**src/hw/rxbe_pkg.sv**
```systemverilog
// constants, register map and gain ladder of the receive back end
// assumes a 100 MHz system clock that also stands in for the crystal
package rxbe_pkg;
  localparam int CLK_MHZ     = 100;
  localparam int CAL_TIME_US = 200;
  localparam int CAL_CYCLES  = CAL_TIME_US * CLK_MHZ;
  localparam int OSR_DEF     = 32;

  // register index = byte address / 4
  localparam logic [5:0] R_IFBW  = 6'h00;
  localparam logic [5:0] R_CAL   = 6'h01;
  localparam logic [5:0] R_GAIN  = 6'h02;
  localparam logic [5:0] R_AGC   = 6'h03;
  localparam logic [5:0] R_CLK   = 6'h04;
  localparam logic [5:0] R_DEMOD = 6'h05;
  localparam logic [5:0] R_STAT  = 6'h06;

  localparam logic [31:0] M_IFBW  = 32'h00000003;
  localparam logic [31:0] M_CAL   = 32'h000003FE;
  localparam logic [31:0] M_GAIN  = 32'h0000007F;
  localparam logic [31:0] M_AGC   = 32'h00FF7F7F;
  localparam logic [31:0] M_CLK   = 32'hFFFFFF03;
  localparam logic [31:0] M_DEMOD = 32'h00000FFF;

  localparam logic [31:0] RST_IFBW  = 32'h00000000;
  localparam logic [31:0] RST_CAL   = 32'h00000000;
  localparam logic [31:0] RST_GAIN  = 32'h0000001D;
  localparam logic [31:0] RST_AGC   = 32'h000A461E;
  localparam logic [31:0] RST_CLK   = 32'h00203200;
  localparam logic [31:0] RST_DEMOD = 32'h00000025;

  // field positions
  localparam int F_CAL_GO = 0;
  localparam int F_CAL_DV = 1;
  localparam int F_AGC_EN = 0;
  localparam int F_IFG    = 1;
  localparam int F_FAG    = 3;
  localparam int F_FAM    = 5;
  localparam int F_MIX    = 6;
  localparam int F_LOW    = 0;
  localparam int F_UP     = 8;
  localparam int F_DLY    = 16;
  localparam int F_OFF    = 0;
  localparam int F_SEQ    = 8;
  localparam int F_OS     = 16;
  localparam int F_DSEL   = 0;
  localparam int F_PBW    = 2;
  localparam int F_LVL    = 0;
  localparam int F_RIG    = 7;
  localparam int F_RFG    = 9;
  localparam int F_CORR   = 16;
  localparam int F_BUSY   = 24;

  // front gain states (codes 30, 10, 3, off) and if gain states
  localparam logic [1:0] FG_H  = 2'h3;
  localparam logic [1:0] FG_M  = 2'h2;
  localparam logic [1:0] FG_L  = 2'h1;
  localparam logic [1:0] FG_EL = 2'h0;
  localparam logic [1:0] IG_H  = 2'h2;
  localparam logic [1:0] IG_M  = 2'h1;
  localparam logic [1:0] IG_L  = 2'h0;
  localparam logic [2:0] STEP_MAX = 3'h5;
  localparam logic [6:0] LVL_MAX  = 7'h4F;

  localparam logic [1:0] DEM_LIN = 2'h0;
  localparam logic [1:0] DEM_COR = 2'h1;
  localparam logic [1:0] DEM_ASK = 2'h2;

  localparam logic signed [19:0] EDGE_W = 20'sh00100;
  localparam int LEAK_SH = 3;
  localparam int AVG_SH  = 6;
  localparam int BW_SH   = 10;
  localparam int ASK_SH  = 4;

  typedef enum logic [1:0] {CAL_IDLE = 2'b01, CAL_RUN = 2'b10} cal_st_t;
  typedef enum logic [1:0] {AG_RUN = 2'b01, AG_WAIT = 2'b10} agc_st_t;

  function automatic logic [1:0] step_front(input logic [2:0] s);
    case (s)
      3'h0:    return FG_H;
      3'h1,
      3'h2,
      3'h3:    return FG_M;
      3'h4:    return FG_L;
      default: return FG_EL;
    endcase
  endfunction

  function automatic logic [1:0] step_if(input logic [2:0] s);
    case (s)
      3'h0,
      3'h1:    return IG_H;
      3'h2:    return IG_M;
      default: return IG_L;
    endcase
  endfunction

  function automatic logic [6:0] gain_corr(input logic [3:0] fi);
    case (fi)
      {FG_H, IG_H}:  return 7'h00;
      {FG_M, IG_H}:  return 7'h18;
      {FG_M, IG_M}:  return 7'h2D;
      {FG_M, IG_L}:  return 7'h3F;
      {FG_L, IG_L}:  return 7'h5A;
      {FG_EL, IG_L}: return 7'h69;
      default:       return 7'h00;
    endcase
  endfunction

  // last count of each offset clock half period (half period minus one) for divide 4, 8, 16
  function automatic logic [3:0] off_half(input logic [1:0] c);
    case (c)
      2'h0:    return 4'h1;
      2'h1:    return 4'h3;
      default: return 4'h7;
    endcase
  endfunction
endpackage

```
**src/hw/rx_back_end.sv**
```systemverilog
// receive back end: calibration sequencer, gain loop, demodulator,
// post filter, slicer and bit timing recovery behind a wishbone slave
// assumes rssi code and limiter bits arrive asynchronously on pins
//
// Implementation choices: the register offsets and the Wishbone register port.
`timescale 1ns/1ns
module rx_back_end #(
  parameter int CAL_N = rxbe_pkg::CAL_CYCLES,
  parameter int OSR   = rxbe_pkg::OSR_DEF
) (
  // clock, reset, enable
  input  wire logic        CLK,
  input  wire logic        RESET_N,
  input  wire logic        CE,
  // wishbone slave
  input  wire logic        WB_CYC_I,
  input  wire logic        WB_STB_I,
  input  wire logic        WB_WE_I,
  input  wire logic [7:0]  WB_ADR_I,
  input  wire logic [3:0]  WB_SEL_I,
  input  wire logic [31:0] WB_DAT_I,
  output logic      [31:0] WB_DAT_O,
  output logic             WB_ACK_O,
  // analog side inputs
  input  wire logic [6:0]  RSSI_CODE,
  input  wire logic        I_LIM,
  input  wire logic        Q_LIM,
  // analog side controls
  output logic      [1:0]  IF_BW,
  output logic             CAL_BUSY,
  output logic      [8:0]  CAL_DIVIDER,
  output logic             FRONT_AMP_MODE,
  output logic             MIXER_LIN,
  output logic      [1:0]  FRONT_GAIN,
  output logic      [1:0]  IF_GAIN,
  output logic             OFFSET_CLK,
  // recovered data
  output logic             DATA_OUT,
  output logic             DATA_CLK
);
  import rxbe_pkg::*;
  localparam int PW = $clog2(OSR);
  localparam int CW = $clog2(CAL_N + 1);
  localparam logic [PW-1:0] PH_SAMPLE = PW'(OSR / 2);

  function automatic logic [31:0] wmerge(input logic [31:0] o, input logic [31:0] d,
                                         input logic [3:0] s);
    logic [31:0] m;
    m = {{8{s[3]}}, {8{s[2]}}, {8{s[1]}}, {8{s[0]}}};
    return (o & ~m) | (d & m);
  endfunction

  function automatic logic signed [19:0] lp_step(input logic signed [19:0] x,
                                                 input logic signed [19:0] y,
                                                 input logic [9:0] bw);
    logic signed [31:0] p;
    p = (32'(x) - 32'(y)) * 32'($signed({1'b0, bw}));
    return 20'(p >>> BW_SH);
  endfunction

  // bus and register file
  logic        ack_q, ack_d;
  logic [31:0] rdat_q, rdat_d, rd;
  logic [31:0] ifbw_q, ifbw_d, cal_r_q, cal_r_d, gain_q, gain_d;
  logic [31:0] agc_r_q, agc_r_d, clk_r_q, clk_r_d, dem_q, dem_d;
  logic [5:0]  idx;
  logic        wr, cal_go;
  // pins
  logic [8:0]  s1_q, s2_q, s3_q, pin_q, pin_d;
  logic [6:0]  lvl_q, lvl_d;
  // calibration
  cal_st_t     cal_q, cal_d;
  logic [CW-1:0] ccnt_q, ccnt_d;
  logic        busy_q, busy_d;
  // gain loop
  agc_st_t     agc_q, agc_d;
  logic [2:0]  step_q, step_d;
  logic [7:0]  pre_q, pre_d, wcnt_q, wcnt_d;
  logic [1:0]  fg_q, fg_d, ig_q, ig_d;
  logic        agc_en;
  // offset clock
  logic [3:0]  oc_q, oc_d;
  logic        ocl_q, ocl_d;
  // demodulator and timing recovery
  logic [15:0] os_q, os_d;
  logic        tick_q, tick_d;
  logic        ip_q, ip_d, qp_q, qp_d, moved, fwd, rev;
  logic signed [19:0] hi_q, hi_d, lo_q, lo_d, y1_q, y1_d, y2_q, y2_d;
  logic signed [19:0] avg_q, avg_d, x;
  logic        sl_q, sl_d, sp_q, sp_d, dat_q, dat_d, dclk_q, dclk_d;
  logic [PW-1:0] ph_q, ph_d;

  assign idx    = WB_ADR_I[7:2];
  assign wr     = WB_CYC_I & WB_STB_I & WB_WE_I & ack_q;
  assign cal_go = wr & (idx == R_CAL) & WB_SEL_I[0] & WB_DAT_I[F_CAL_GO];
  assign agc_en = gain_q[F_AGC_EN];

  always_comb
  begin
    rd = 32'h00000000;
    case (idx)
      R_IFBW:  rd = ifbw_q;
      R_CAL:   rd = cal_r_q;
      R_GAIN:  rd = gain_q;
      R_AGC:   rd = agc_r_q;
      R_CLK:   rd = clk_r_q;
      R_DEMOD: rd = dem_q;
      R_STAT:
      begin
        rd[F_LVL +: 7]  = lvl_q;
        rd[F_RIG +: 2]  = ig_q;
        rd[F_RFG +: 2]  = fg_q;
        rd[F_CORR +: 7] = gain_corr({fg_q, ig_q});
        rd[F_BUSY]      = busy_q;
      end
      default: rd = 32'h00000000;
    endcase
  end

  always_comb
  begin
    ack_d   = WB_CYC_I & WB_STB_I & ~ack_q;
    rdat_d  = ack_d ? rd : rdat_q;
    ifbw_d  = ifbw_q;
    cal_r_d = cal_r_q;
    gain_d  = gain_q;
    agc_r_d = agc_r_q;
    clk_r_d = clk_r_q;
    dem_d   = dem_q;
    if (wr)
    begin
      case (idx)
        R_IFBW:  ifbw_d  = wmerge(ifbw_q, WB_DAT_I, WB_SEL_I) & M_IFBW;
        R_CAL:   cal_r_d = wmerge(cal_r_q, WB_DAT_I, WB_SEL_I) & M_CAL;
        R_GAIN:  gain_d  = wmerge(gain_q, WB_DAT_I, WB_SEL_I) & M_GAIN;
        R_AGC:   agc_r_d = wmerge(agc_r_q, WB_DAT_I, WB_SEL_I) & M_AGC;
        R_CLK:   clk_r_d = wmerge(clk_r_q, WB_DAT_I, WB_SEL_I) & M_CLK;
        R_DEMOD: dem_d   = wmerge(dem_q, WB_DAT_I, WB_SEL_I) & M_DEMOD;
        default: ifbw_d  = ifbw_q;
      endcase
    end
  end

  always_ff @(posedge CLK or negedge RESET_N)
  begin
    if (!RESET_N)
    begin
      ack_q   <= 1'b0;
      rdat_q  <= 32'h00000000;
      ifbw_q  <= RST_IFBW;
      cal_r_q <= RST_CAL;
      gain_q  <= RST_GAIN;
      agc_r_q <= RST_AGC;
      clk_r_q <= RST_CLK;
      dem_q   <= RST_DEMOD;
    end
    else if (CE)
    begin
      ack_q   <= ack_d;
      rdat_q  <= rdat_d;
      ifbw_q  <= ifbw_d;
      cal_r_q <= cal_r_d;
      gain_q  <= gain_d;
      agc_r_q <= agc_r_d;
      clk_r_q <= clk_r_d;
      dem_q   <= dem_d;
    end
  end

  // pin synchroniser: a change counts once stages two and three agree
  always_comb
  begin
    pin_d = (~(s2_q ^ s3_q) & s3_q) | ((s2_q ^ s3_q) & pin_q);
    lvl_d = (pin_q[6:0] > LVL_MAX) ? LVL_MAX : pin_q[6:0];
  end

  always_ff @(posedge CLK or negedge RESET_N)
  begin
    if (!RESET_N)
    begin
      s1_q  <= 9'h000;
      s2_q  <= 9'h000;
      s3_q  <= 9'h000;
      pin_q <= 9'h000;
      lvl_q <= 7'h00;
    end
    else if (CE)
    begin
      s1_q  <= {I_LIM, Q_LIM, RSSI_CODE};
      s2_q  <= s1_q;
      s3_q  <= s2_q;
      pin_q <= pin_d;
      lvl_q <= lvl_d;
    end
  end

  // calibration sequencer
  always_comb
  begin
    cal_d  = cal_q;
    ccnt_d = ccnt_q;
    case (cal_q)
      CAL_IDLE:
      begin
        if (cal_go)
        begin
          cal_d  = CAL_RUN;
          ccnt_d = '0;
        end
      end
      CAL_RUN:
      begin
        if (ccnt_q == CW'(CAL_N - 1))
          cal_d = CAL_IDLE;
        else
          ccnt_d = ccnt_q + CW'(1);
      end
      default: cal_d = CAL_IDLE;
    endcase
    busy_d = (cal_d == CAL_RUN);
  end

  always_ff @(posedge CLK or negedge RESET_N)
  begin
    if (!RESET_N)
    begin
      cal_q  <= CAL_IDLE;
      ccnt_q <= '0;
      busy_q <= 1'b0;
    end
    else if (CE)
    begin
      cal_q  <= cal_d;
      ccnt_q <= ccnt_d;
      busy_q <= busy_d;
    end
  end

  // gain loop
  always_comb
  begin
    agc_d  = agc_q;
    step_d = step_q;
    pre_d  = pre_q;
    wcnt_d = wcnt_q;
    case (agc_q)
      AG_RUN:
      begin
        pre_d = 8'h00;
        wcnt_d = agc_r_q[F_DLY +: 8];
        if (agc_en && lvl_q > agc_r_q[F_UP +: 7] && step_q < STEP_MAX)
        begin
          step_d = step_q + 3'h1;
          agc_d  = AG_WAIT;
        end
        else if (agc_en && lvl_q < agc_r_q[F_LOW +: 7] && step_q != 3'h0)
        begin
          step_d = step_q - 3'h1;
          agc_d  = AG_WAIT;
        end
      end
      AG_WAIT:
      begin
        if (!agc_en)
          agc_d = AG_RUN;
        else if ({1'b0, pre_q} + 9'h001 >= {1'b0, clk_r_q[F_SEQ +: 8]})
        begin
          pre_d = 8'h00;
          if (wcnt_q <= 8'h01)
            agc_d = AG_RUN;
          else
            wcnt_d = wcnt_q - 8'h01;
        end
        else
          pre_d = pre_q + 8'h01;
      end
      default: agc_d = AG_RUN;
    endcase
    fg_d = agc_en ? step_front(step_d) : gain_q[F_FAG +: 2];
    ig_d = agc_en ? step_if(step_d) : gain_q[F_IFG +: 2];
  end

  always_ff @(posedge CLK or negedge RESET_N)
  begin
    if (!RESET_N)
    begin
      agc_q  <= AG_RUN;
      step_q <= 3'h0;
      pre_q  <= 8'h00;
      wcnt_q <= 8'h00;
      fg_q   <= FG_H;
      ig_q   <= IG_H;
    end
    else if (CE)
    begin
      agc_q  <= agc_d;
      step_q <= step_d;
      pre_q  <= pre_d;
      wcnt_q <= wcnt_d;
      fg_q   <= fg_d;
      ig_q   <= ig_d;
    end
  end

  // offset correction clock
  always_comb
  begin
    oc_d  = oc_q + 4'h1;
    ocl_d = ocl_q;
    if (oc_q >= off_half(clk_r_q[F_OFF +: 2]))
    begin
      oc_d  = 4'h0;
      ocl_d = ~ocl_q;
    end
  end

  always_ff @(posedge CLK or negedge RESET_N)
  begin
    if (!RESET_N)
    begin
      oc_q  <= 4'h0;
      ocl_q <= 1'b0;
    end
    else if (CE)
    begin
      oc_q  <= oc_d;
      ocl_q <= ocl_d;
    end
  end

  // demodulator, post filter, slicer, timing recovery
  assign moved = (pin_q[8] ^ ip_q) | (pin_q[7] ^ qp_q);
  assign fwd   = moved & (ip_q ^ pin_q[7]);
  assign rev   = moved & ~(ip_q ^ pin_q[7]);

  always_comb
  begin
    tick_d = 1'b0;
    os_d   = os_q + 16'h0001;
    if ({1'b0, os_q} + 17'h00001 >= {1'b0, clk_r_q[F_OS +: 16]})
    begin
      os_d   = 16'h0000;
      tick_d = 1'b1;
    end
    case (dem_q[F_DSEL +: 2])
      DEM_COR: x = hi_q - lo_q;
      DEM_LIN: x = fwd ? EDGE_W : (rev ? -EDGE_W : 20'sh00000);
      DEM_ASK: x = 20'($signed({1'b0, lvl_q}) <<< ASK_SH);
      default: x = 20'sh00000;
    endcase
    ip_d  = ip_q;
    qp_d  = qp_q;
    hi_d  = hi_q;
    lo_d  = lo_q;
    y1_d  = y1_q;
    y2_d  = y2_q;
    avg_d = avg_q;
    sl_d  = sl_q;
    sp_d  = sp_q;
    ph_d  = ph_q;
    dat_d = dat_q;
    dclk_d = 1'b0;
    if (tick_q)
    begin
      ip_d  = pin_q[8];
      qp_d  = pin_q[7];
      hi_d  = hi_q - (hi_q >>> LEAK_SH) + (fwd ? EDGE_W : 20'sh00000);
      lo_d  = lo_q - (lo_q >>> LEAK_SH) + (rev ? EDGE_W : 20'sh00000);
      y1_d  = y1_q + lp_step(x, y1_q, dem_q[F_PBW +: 10]);
      y2_d  = y2_q + lp_step(y1_q, y2_q, dem_q[F_PBW +: 10]);
      avg_d = avg_q + ((y2_q - avg_q) >>> AVG_SH);
      if (dem_q[F_DSEL +: 2] == DEM_COR)
        sl_d = (y2_q > 20'sh00000);
      else
        sl_d = (y2_q > avg_q);
      sp_d = sl_q;
      ph_d = ph_q + PW'(1);
      if (sl_q != sp_q)
      begin
        if (ph_q >= PH_SAMPLE)
          ph_d = ph_q + PW'(2);
        else if (ph_q != '0)
          ph_d = ph_q;
      end
      if (ph_q == PH_SAMPLE)
      begin
        dat_d  = sl_q;
        dclk_d = 1'b1;
      end
    end
  end

  always_ff @(posedge CLK or negedge RESET_N)
  begin
    if (!RESET_N)
    begin
      os_q  <= 16'h0000;
      tick_q <= 1'b0;
      ip_q  <= 1'b0;
      qp_q  <= 1'b0;
      hi_q  <= 20'sh00000;
      lo_q  <= 20'sh00000;
      y1_q  <= 20'sh00000;
      y2_q  <= 20'sh00000;
      avg_q <= 20'sh00000;
      sl_q  <= 1'b0;
      sp_q  <= 1'b0;
      ph_q  <= '0;
      dat_q <= 1'b0;
      dclk_q <= 1'b0;
    end
    else if (CE)
    begin
      os_q  <= os_d;
      tick_q <= tick_d;
      ip_q  <= ip_d;
      qp_q  <= qp_d;
      hi_q  <= hi_d;
      lo_q  <= lo_d;
      y1_q  <= y1_d;
      y2_q  <= y2_d;
      avg_q <= avg_d;
      sl_q  <= sl_d;
      sp_q  <= sp_d;
      ph_q  <= ph_d;
      dat_q <= dat_d;
      dclk_q <= dclk_d;
    end
  end

  assign WB_DAT_O       = rdat_q;
  assign WB_ACK_O       = ack_q;
  assign IF_BW          = ifbw_q[1:0];
  assign CAL_BUSY       = busy_q;
  assign CAL_DIVIDER    = cal_r_q[F_CAL_DV +: 9];
  assign FRONT_AMP_MODE = gain_q[F_FAM];
  assign MIXER_LIN      = gain_q[F_MIX];
  assign FRONT_GAIN     = fg_q;
  assign IF_GAIN        = ig_q;
  assign OFFSET_CLK     = ocl_q;
  assign DATA_OUT       = dat_q;
  assign DATA_CLK       = dclk_q;
endmodule

```
**config.mk**
```make
export PLATFORM = sky130hd
export DESIGN_NAME = rx_back_end
export DESIGN_NICKNAME = d
export VERILOG_FILES = /design/src/hw/rxbe_pkg.sv /design/src/hw/rx_back_end.sv
export SDC_FILE = /design/constraint.sdc
export NUM_CORES = 2
export LEC_CHECK = 0
export ABC_CLOCK_PERIOD_IN_PS = 32000
export BUFFER_PORTS_ARGS = -buffer_cell sky130_fd_sc_hd__buf_2
export CORE_MARGIN = 5
export CORE_UTILIZATION = 28
export DETAILED_ROUTE_END_ITERATION = 8
export GPL_ROUTABILITY_DRIVEN = 0
export GPL_TIMING_DRIVEN = 0
export SYNTH_ARGS = -nofsm -noshare
export SYNTH_HDL_FRONTEND = slang
export SYNTH_SLANG_ARGS = --single-unit
```
**constraint.sdc**
```tcl
create_clock -name CLK -period 32 [get_ports CLK]
set_input_delay 3.2 -clock CLK [delete_from_list [all_inputs] [get_ports CLK]]
set_output_delay 3.2 -clock CLK [all_outputs]
set_load 0.05 [all_outputs]
```
======== Word level (Yosys, flattened, before mapping) ========
Cells that the tools add are included.
operators by class
  add/sub/neg operators ................... 22
  multipliers ............................. 2
  $lt $le $gt $ge ......................... 11
  eq/ne operators ......................... 34
  multiplexer cells ....................... 49
  bitwise gates (word level) .............. 35
  reductions and logical operators ........ 30
operators with widths
  cell                                                                              number
  11-bit case mux with 7 select lines                                               1
  32-bit AND                                                                        2
  21-bit by 11-bit multiplier with 30-bit output                                    2
  20-bit case mux with 3 select lines                                               1
  20-bit by 20-bit subtractor with 21-bit output                                    2
  20-bit by 10-bit adder with 20-bit output                                         2
  20-bit adder                                                                      2
  20-bit two-way mux                                                                2
  8-bit two-way mux                                                                 5
  20-bit by 17-bit subtractor with 20-bit output                                    2
  20-bit subtractor                                                                 2
  7-bit case mux with 5 select lines                                                1
  32-bit NOT                                                                        1
  32-bit OR                                                                         1
  8-bit case mux with 2 select lines                                                2
  15-bit two-way mux                                                                2
  15-bit case mux with 2 select lines                                               1
  3-bit AND reduction                                                               9
  24-bit AND                                                                        1
  24-bit OR                                                                         1
  7-bit case mux with 3 select lines                                                1
  20-bit by 14-bit adder with 20-bit output                                         1
  20-bit by 1-bit greater-than comparator with 1-bit output, second input constant  1
  20-bit greater-than comparator                                                    1
  other kinds (77)                                                                  137
storage, ports and cells
  flip-flop bits (word level) ............. 330
  input bits .............................. 59
  output and inout port bits .............. 54
  logic and storage cells ................. 221

======== Longest topological paths before layout ========
  depth in word-level cells ............... 10
  gate-level depth with buffers ........... 51
  mapped depth without buffers ............ 51

======== Worst setup path before layout ========
Ideal clock, no wire load.
  path kind ............................... register to register
  start point ............................. register hi_q[0]
  end point ............................... register y1_q[19]
  setup time .............................. 0.080 ns
  data arrival time ....................... 10.270 ns
  required time ........................... 31.920 ns
  path slack .............................. 21.650 ns
  cell stages (with the launch flop) ...... 51
  path buffers ............................ 0
  period minus slack after synthesis ...... 10.350 ns
  cells stage by stage .................... dfrtp_1 > inv_1 > ha_1 > fa_1 > nor2b_1 > o21ai_0 > a21boi_0 > o21ai_0 > a21boi_0 > o21ai_0 > and2_1 > o21ai_0 > xor2_1 > a21oi_1 > o21ai_0 > ha_1 > or3_1 > or3_1 > (+15 left out) > a21oi_1 > nor2b_1 > or3_1 > o31ai_1 > nor2_1 > nor2_1 > xnor2_1 > ha_1 > a21boi_0 > inv_1 > a21oi_1 > a31o_2 > a21o_1 > nand2_1 > a21oi_1 > xnor3_1 > nor2_1 > xnor2_1
between the ends
  cells in the longest elaborated chain, start to end .. 5
ends and longest elaborated chain
  item                                            RTL line            source
  start, declared                                 rx_back_end.sv:88   logic signed [19:0] hi_q, hi_d, lo_q, lo_d, y1_q, y1_d, y2_q, y2_d;
  start signal, assigned                          rx_back_end.sv:418  hi_q <= hi_d;
  20-bit subtractor                               rx_back_end.sv:346  DEM_COR: x = hi_q - lo_q;
  20-bit case mux with 3 select lines             rx_back_end.sv:345  case (dem_q[F_DSEL +: 2])
  20-bit by 20-bit subtractor with 21-bit output  rx_back_end.sv:57   p = (32'(x) - 32'(y)) * 32'($signed({1'b0, bw}));
  21-bit by 11-bit multiplier with 30-bit output  rx_back_end.sv:57
  20-bit adder                                    rx_back_end.sv:369  y1_d = y1_q + lp_step(x, y1_q, dem_q[F_PBW +: 10]);
  end signal, assigned                            rx_back_end.sv:420  y1_q <= y1_d;
  end, declared                                   rx_back_end.sv:88
No other way between the ends.
A chain may end at the register's enable or synchronous reset.

======== Worst setup path after layout ========
  start point ............................. register lo_q[0]
  end point ............................... register y1_q[19]
between the ends
  cells in the longest elaborated chain, start to end .. 5
ends and longest elaborated chain
  item                                            RTL line            source
  start, declared                                 rx_back_end.sv:88
  start signal, assigned                          rx_back_end.sv:419  lo_q <= lo_d;
  20-bit subtractor                               rx_back_end.sv:346
  20-bit case mux with 3 select lines             rx_back_end.sv:345
  20-bit by 20-bit subtractor with 21-bit output  rx_back_end.sv:57
  21-bit by 11-bit multiplier with 30-bit output  rx_back_end.sv:57
  20-bit adder                                    rx_back_end.sv:369
No other way between the ends.

==> out/metrics.yaml <==
placement:
  port_buffers: 108
  place_hpwl_um: 87700
floorplan:
  die_width_um: 376
  die_h_um: 376
  rows: 134
  fp.coreArea_sq_um: 133000
  ioPinCount: 113
  die_area_sq_um: 141000
  start_util_pct: 28.2
yosys:
  yosysWarnings: 0
  ys_types: 82
  synth_area_sq_um: 37500
  synth_seq_cells: 330
  synth_nets: 5062
  syn_inst: 4252
  synth_area_per_cell_sq_um: 8.83
  synth_edf_count: 0
  synthArstFlopShare_pct: 100
  synth_ff_type: "dfrtp_1"
  seq_area_frac_synth_pct: 22.1
route:
  num_vias: 30400
  wl_per_cell_um: 17.7
  drcViolationCount: 0
  postRouteAntennaNets: 0
  first_pass_iters: 7
  drt_iter0_markers: 1961
  totalWireLength_um: 110000
  vias_per_cell: 4.89
run_status:
  status: "finished clean"
worst_setup_path:
  critPathArrivalTime_ps: 13190
  max_stage_delay_ps: 1050
  path_class: "flop to flop"
  cp_max_fo: 10
  cp-startpoint: "lo_q[0]$_DFFE_PN0P_"
  cp_common_cell: "fa_1"
  worst_setup_path_end_kind: "flop"
  r2r-start: "lo_q[0]$_DFFE_PN0P_"
  start_kind: "flop"
  critPathSlowestCell: "xnor2_1"
  required_ps: 32530
  crit_buf_inv: 4
  crit_family: "adder cells"
finish:
  final_common_cell: "inv_1"
  layout_common_cells: "636 x inv_1, 509 x nand2_1, 389 x ha_1"
  drive_above_1_share_pct: 7.34
  area.growth.synth_to_final_pct: 11.5
  final_util_pct: 31.4
  fin_nets: 5220
  fillerInstances: 14100
clock_tree:
  root_buffer: "clkbuf_16"
  cts-resized-gates: 0
  clk_pin_slew_ps: 60
  cts_tree: "built"
  cts_setup_buffers: 0
  clockBufferDepth: 3
  cts_hold_buf: 0
  clk_latency_ps: 600
  cts_sinks: 330
  cts_max_level: 2
  numCtsBuffers: 42
sta:
  rsz0062_at_grt: "false"
  period_minus_slack_ps: 12650
  hold_viol: 0
  setup_violations: 0
  finClkSkew_ps: 58.8
  hold_ws_ps: 480
  worstMarginPinSlew_ps: 1450
  timing.setup.tns_ps: 0
  relSlewSlack_pct: 2.56
  maxSlewViolCount: 0
  fmax_mhz: 79.0
  min_period_over_period_pct: 39.5
min_path:
  holdCritPathClass: "flop to flop"
  hold_path_startpoint: "wcnt_q[6]$_DFFE_PN0P_"
global_route:
  grt_antenna_before_repair: 5
  grt_pass1_vias: 31200
  grtUsageTotal_pct: 15.4
  grt_first_pass_wirelength_um: 174000
  grt_overflow: 0
  grt_max_degree: 120
pwr:
  p_total_uw: 3490
  p_per_area_nw_per_um2: 83.4
  p_leak_uw: 0.0196
  ir_drop_uv: 134
job:
  max_cap_violations: 0
[per-layer routing]
layer / part of all wire, % / global-route usage [%]
met4: 2.9 / 4.28
met1: 45 / 20.5
met5: 0.034 / 0
met2: 46 / 25.3
met3: 6.7 / 3.49
[final timing paths]
kind                                             to  slack [ps]  cells past startpoint
max                            y1_q[19]$_DFFE_PN0P_       19350                     49
min                           wcnt_q[6]$_DFFE_PN0P_         480                      1
max reg2reg                    y1_q[19]$_DFFE_PN0P_       19350                     49
min reg2reg                   wcnt_q[6]$_DFFE_PN0P_         480                      1
max in group asynchronous  WB_DAT_O[12]$_DFFE_PN0P_       27840                      4
min in group asynchronous       lo_q[2]$_DFFE_PN0P_        2660                      2
[final cells by class]
| class | instances | area, sq um | area share (%) |
|---|---|---|---|
| Multi-Input combinational cell | 3148 | 26400 | 63.0 |
| Sequential cell | 330 | 8290 | 19.8 |
| Inverter | 637 | 2390 | 5.71 |
| Tap cell | 1768 | 2210 | 5.29 |
| Clock buffer | 61 | 1200 | 2.87 |
| Timing Repair Buffer | 114 | 663 | 1.58 |
| Buffer | 137 | 518 | 1.24 |
| Clock inverter | 15 | 199 | 0.475 |
| Antenna cell | 4 | 10.0 | 0.0239 |
[synth_stat cells, types with 14 or more instances]
cell      instances  area, sq um
nor2_1          158          593
a31oi_1          17          106
o21a_1           26          195
nor2b_1          66          413
and2_1          188         1180
a211oi_1         17          128
nor3_1           59          295
xnor2_1         131         1150
nand4_1          49          307
a21oi_1         177          886
nand2_1         509         1910
xor2_1           90          788
o211ai_1         21          158
fa_1            362         7250
nor4_1           14         87.6
or3_1            26          163
nand3_1          92          460
nand3b_1         14          105
o21ai_0         295         1480
dfstp_2          25          657
o31ai_1          15          113
mux2i_1          25          250
and3_1           41          257
clkbuf_1        125          469
o21bai_1         19          143
a21o_1           60          450
inv_1           636         2390
nand2b_1         45          282
ha_1            389         4870
dfrtp_1         305         7630
mux2_2           90         1010
[worst reg2reg max path, delay by kind of cell (launching register included)]
| family | cells | cell delay (ps) |
|---|---|---|
| compound gates | 18 | 3990 |
| xor+xnor | 5 | 1740 |
| fa+ha+maj | 10 | 4190 |
| buf+inv | 4 | 270 |
| flops | 1 | 390 |
| simple gates | 12 | 1980 |
[cell families after synthesis]
group	after synthesis	share of synthesized area, %
xor gates and xnor gates	222	5.22
DFF	330	22.1
muxes	115	3.37
AOI/OAI and AO/OA	767	12.5
buffers and inverters	774	7.75
and+or+nand+nor	1293	16.8
adders and majority gates	751	32.3
[through the flow]
| step | instance area (sq um) | setup slack (ps) | cells |
|---|---|---|---|
| after CTS | 41800 | 19560 | 6210 |
| after floorplan | 37500 | 21650 | 4252 |
| after global placement | 40300 | 19650 | 6128 |
| after global routing | 41800 | 18630 | 6211 |
| after detailed placement | 40400 | 19590 | 6134 |
| final | 41800 | 19350 | 6214 |
[where the power goes]
part	leakage (uW)	switching [uW]	internal (uW)
logic	0.0147	1580	810
clock network	0.000679	201	280
registers	0.00422	110	506
total	0.0196	1890	1600
Power figures use the tool's default switching activity.
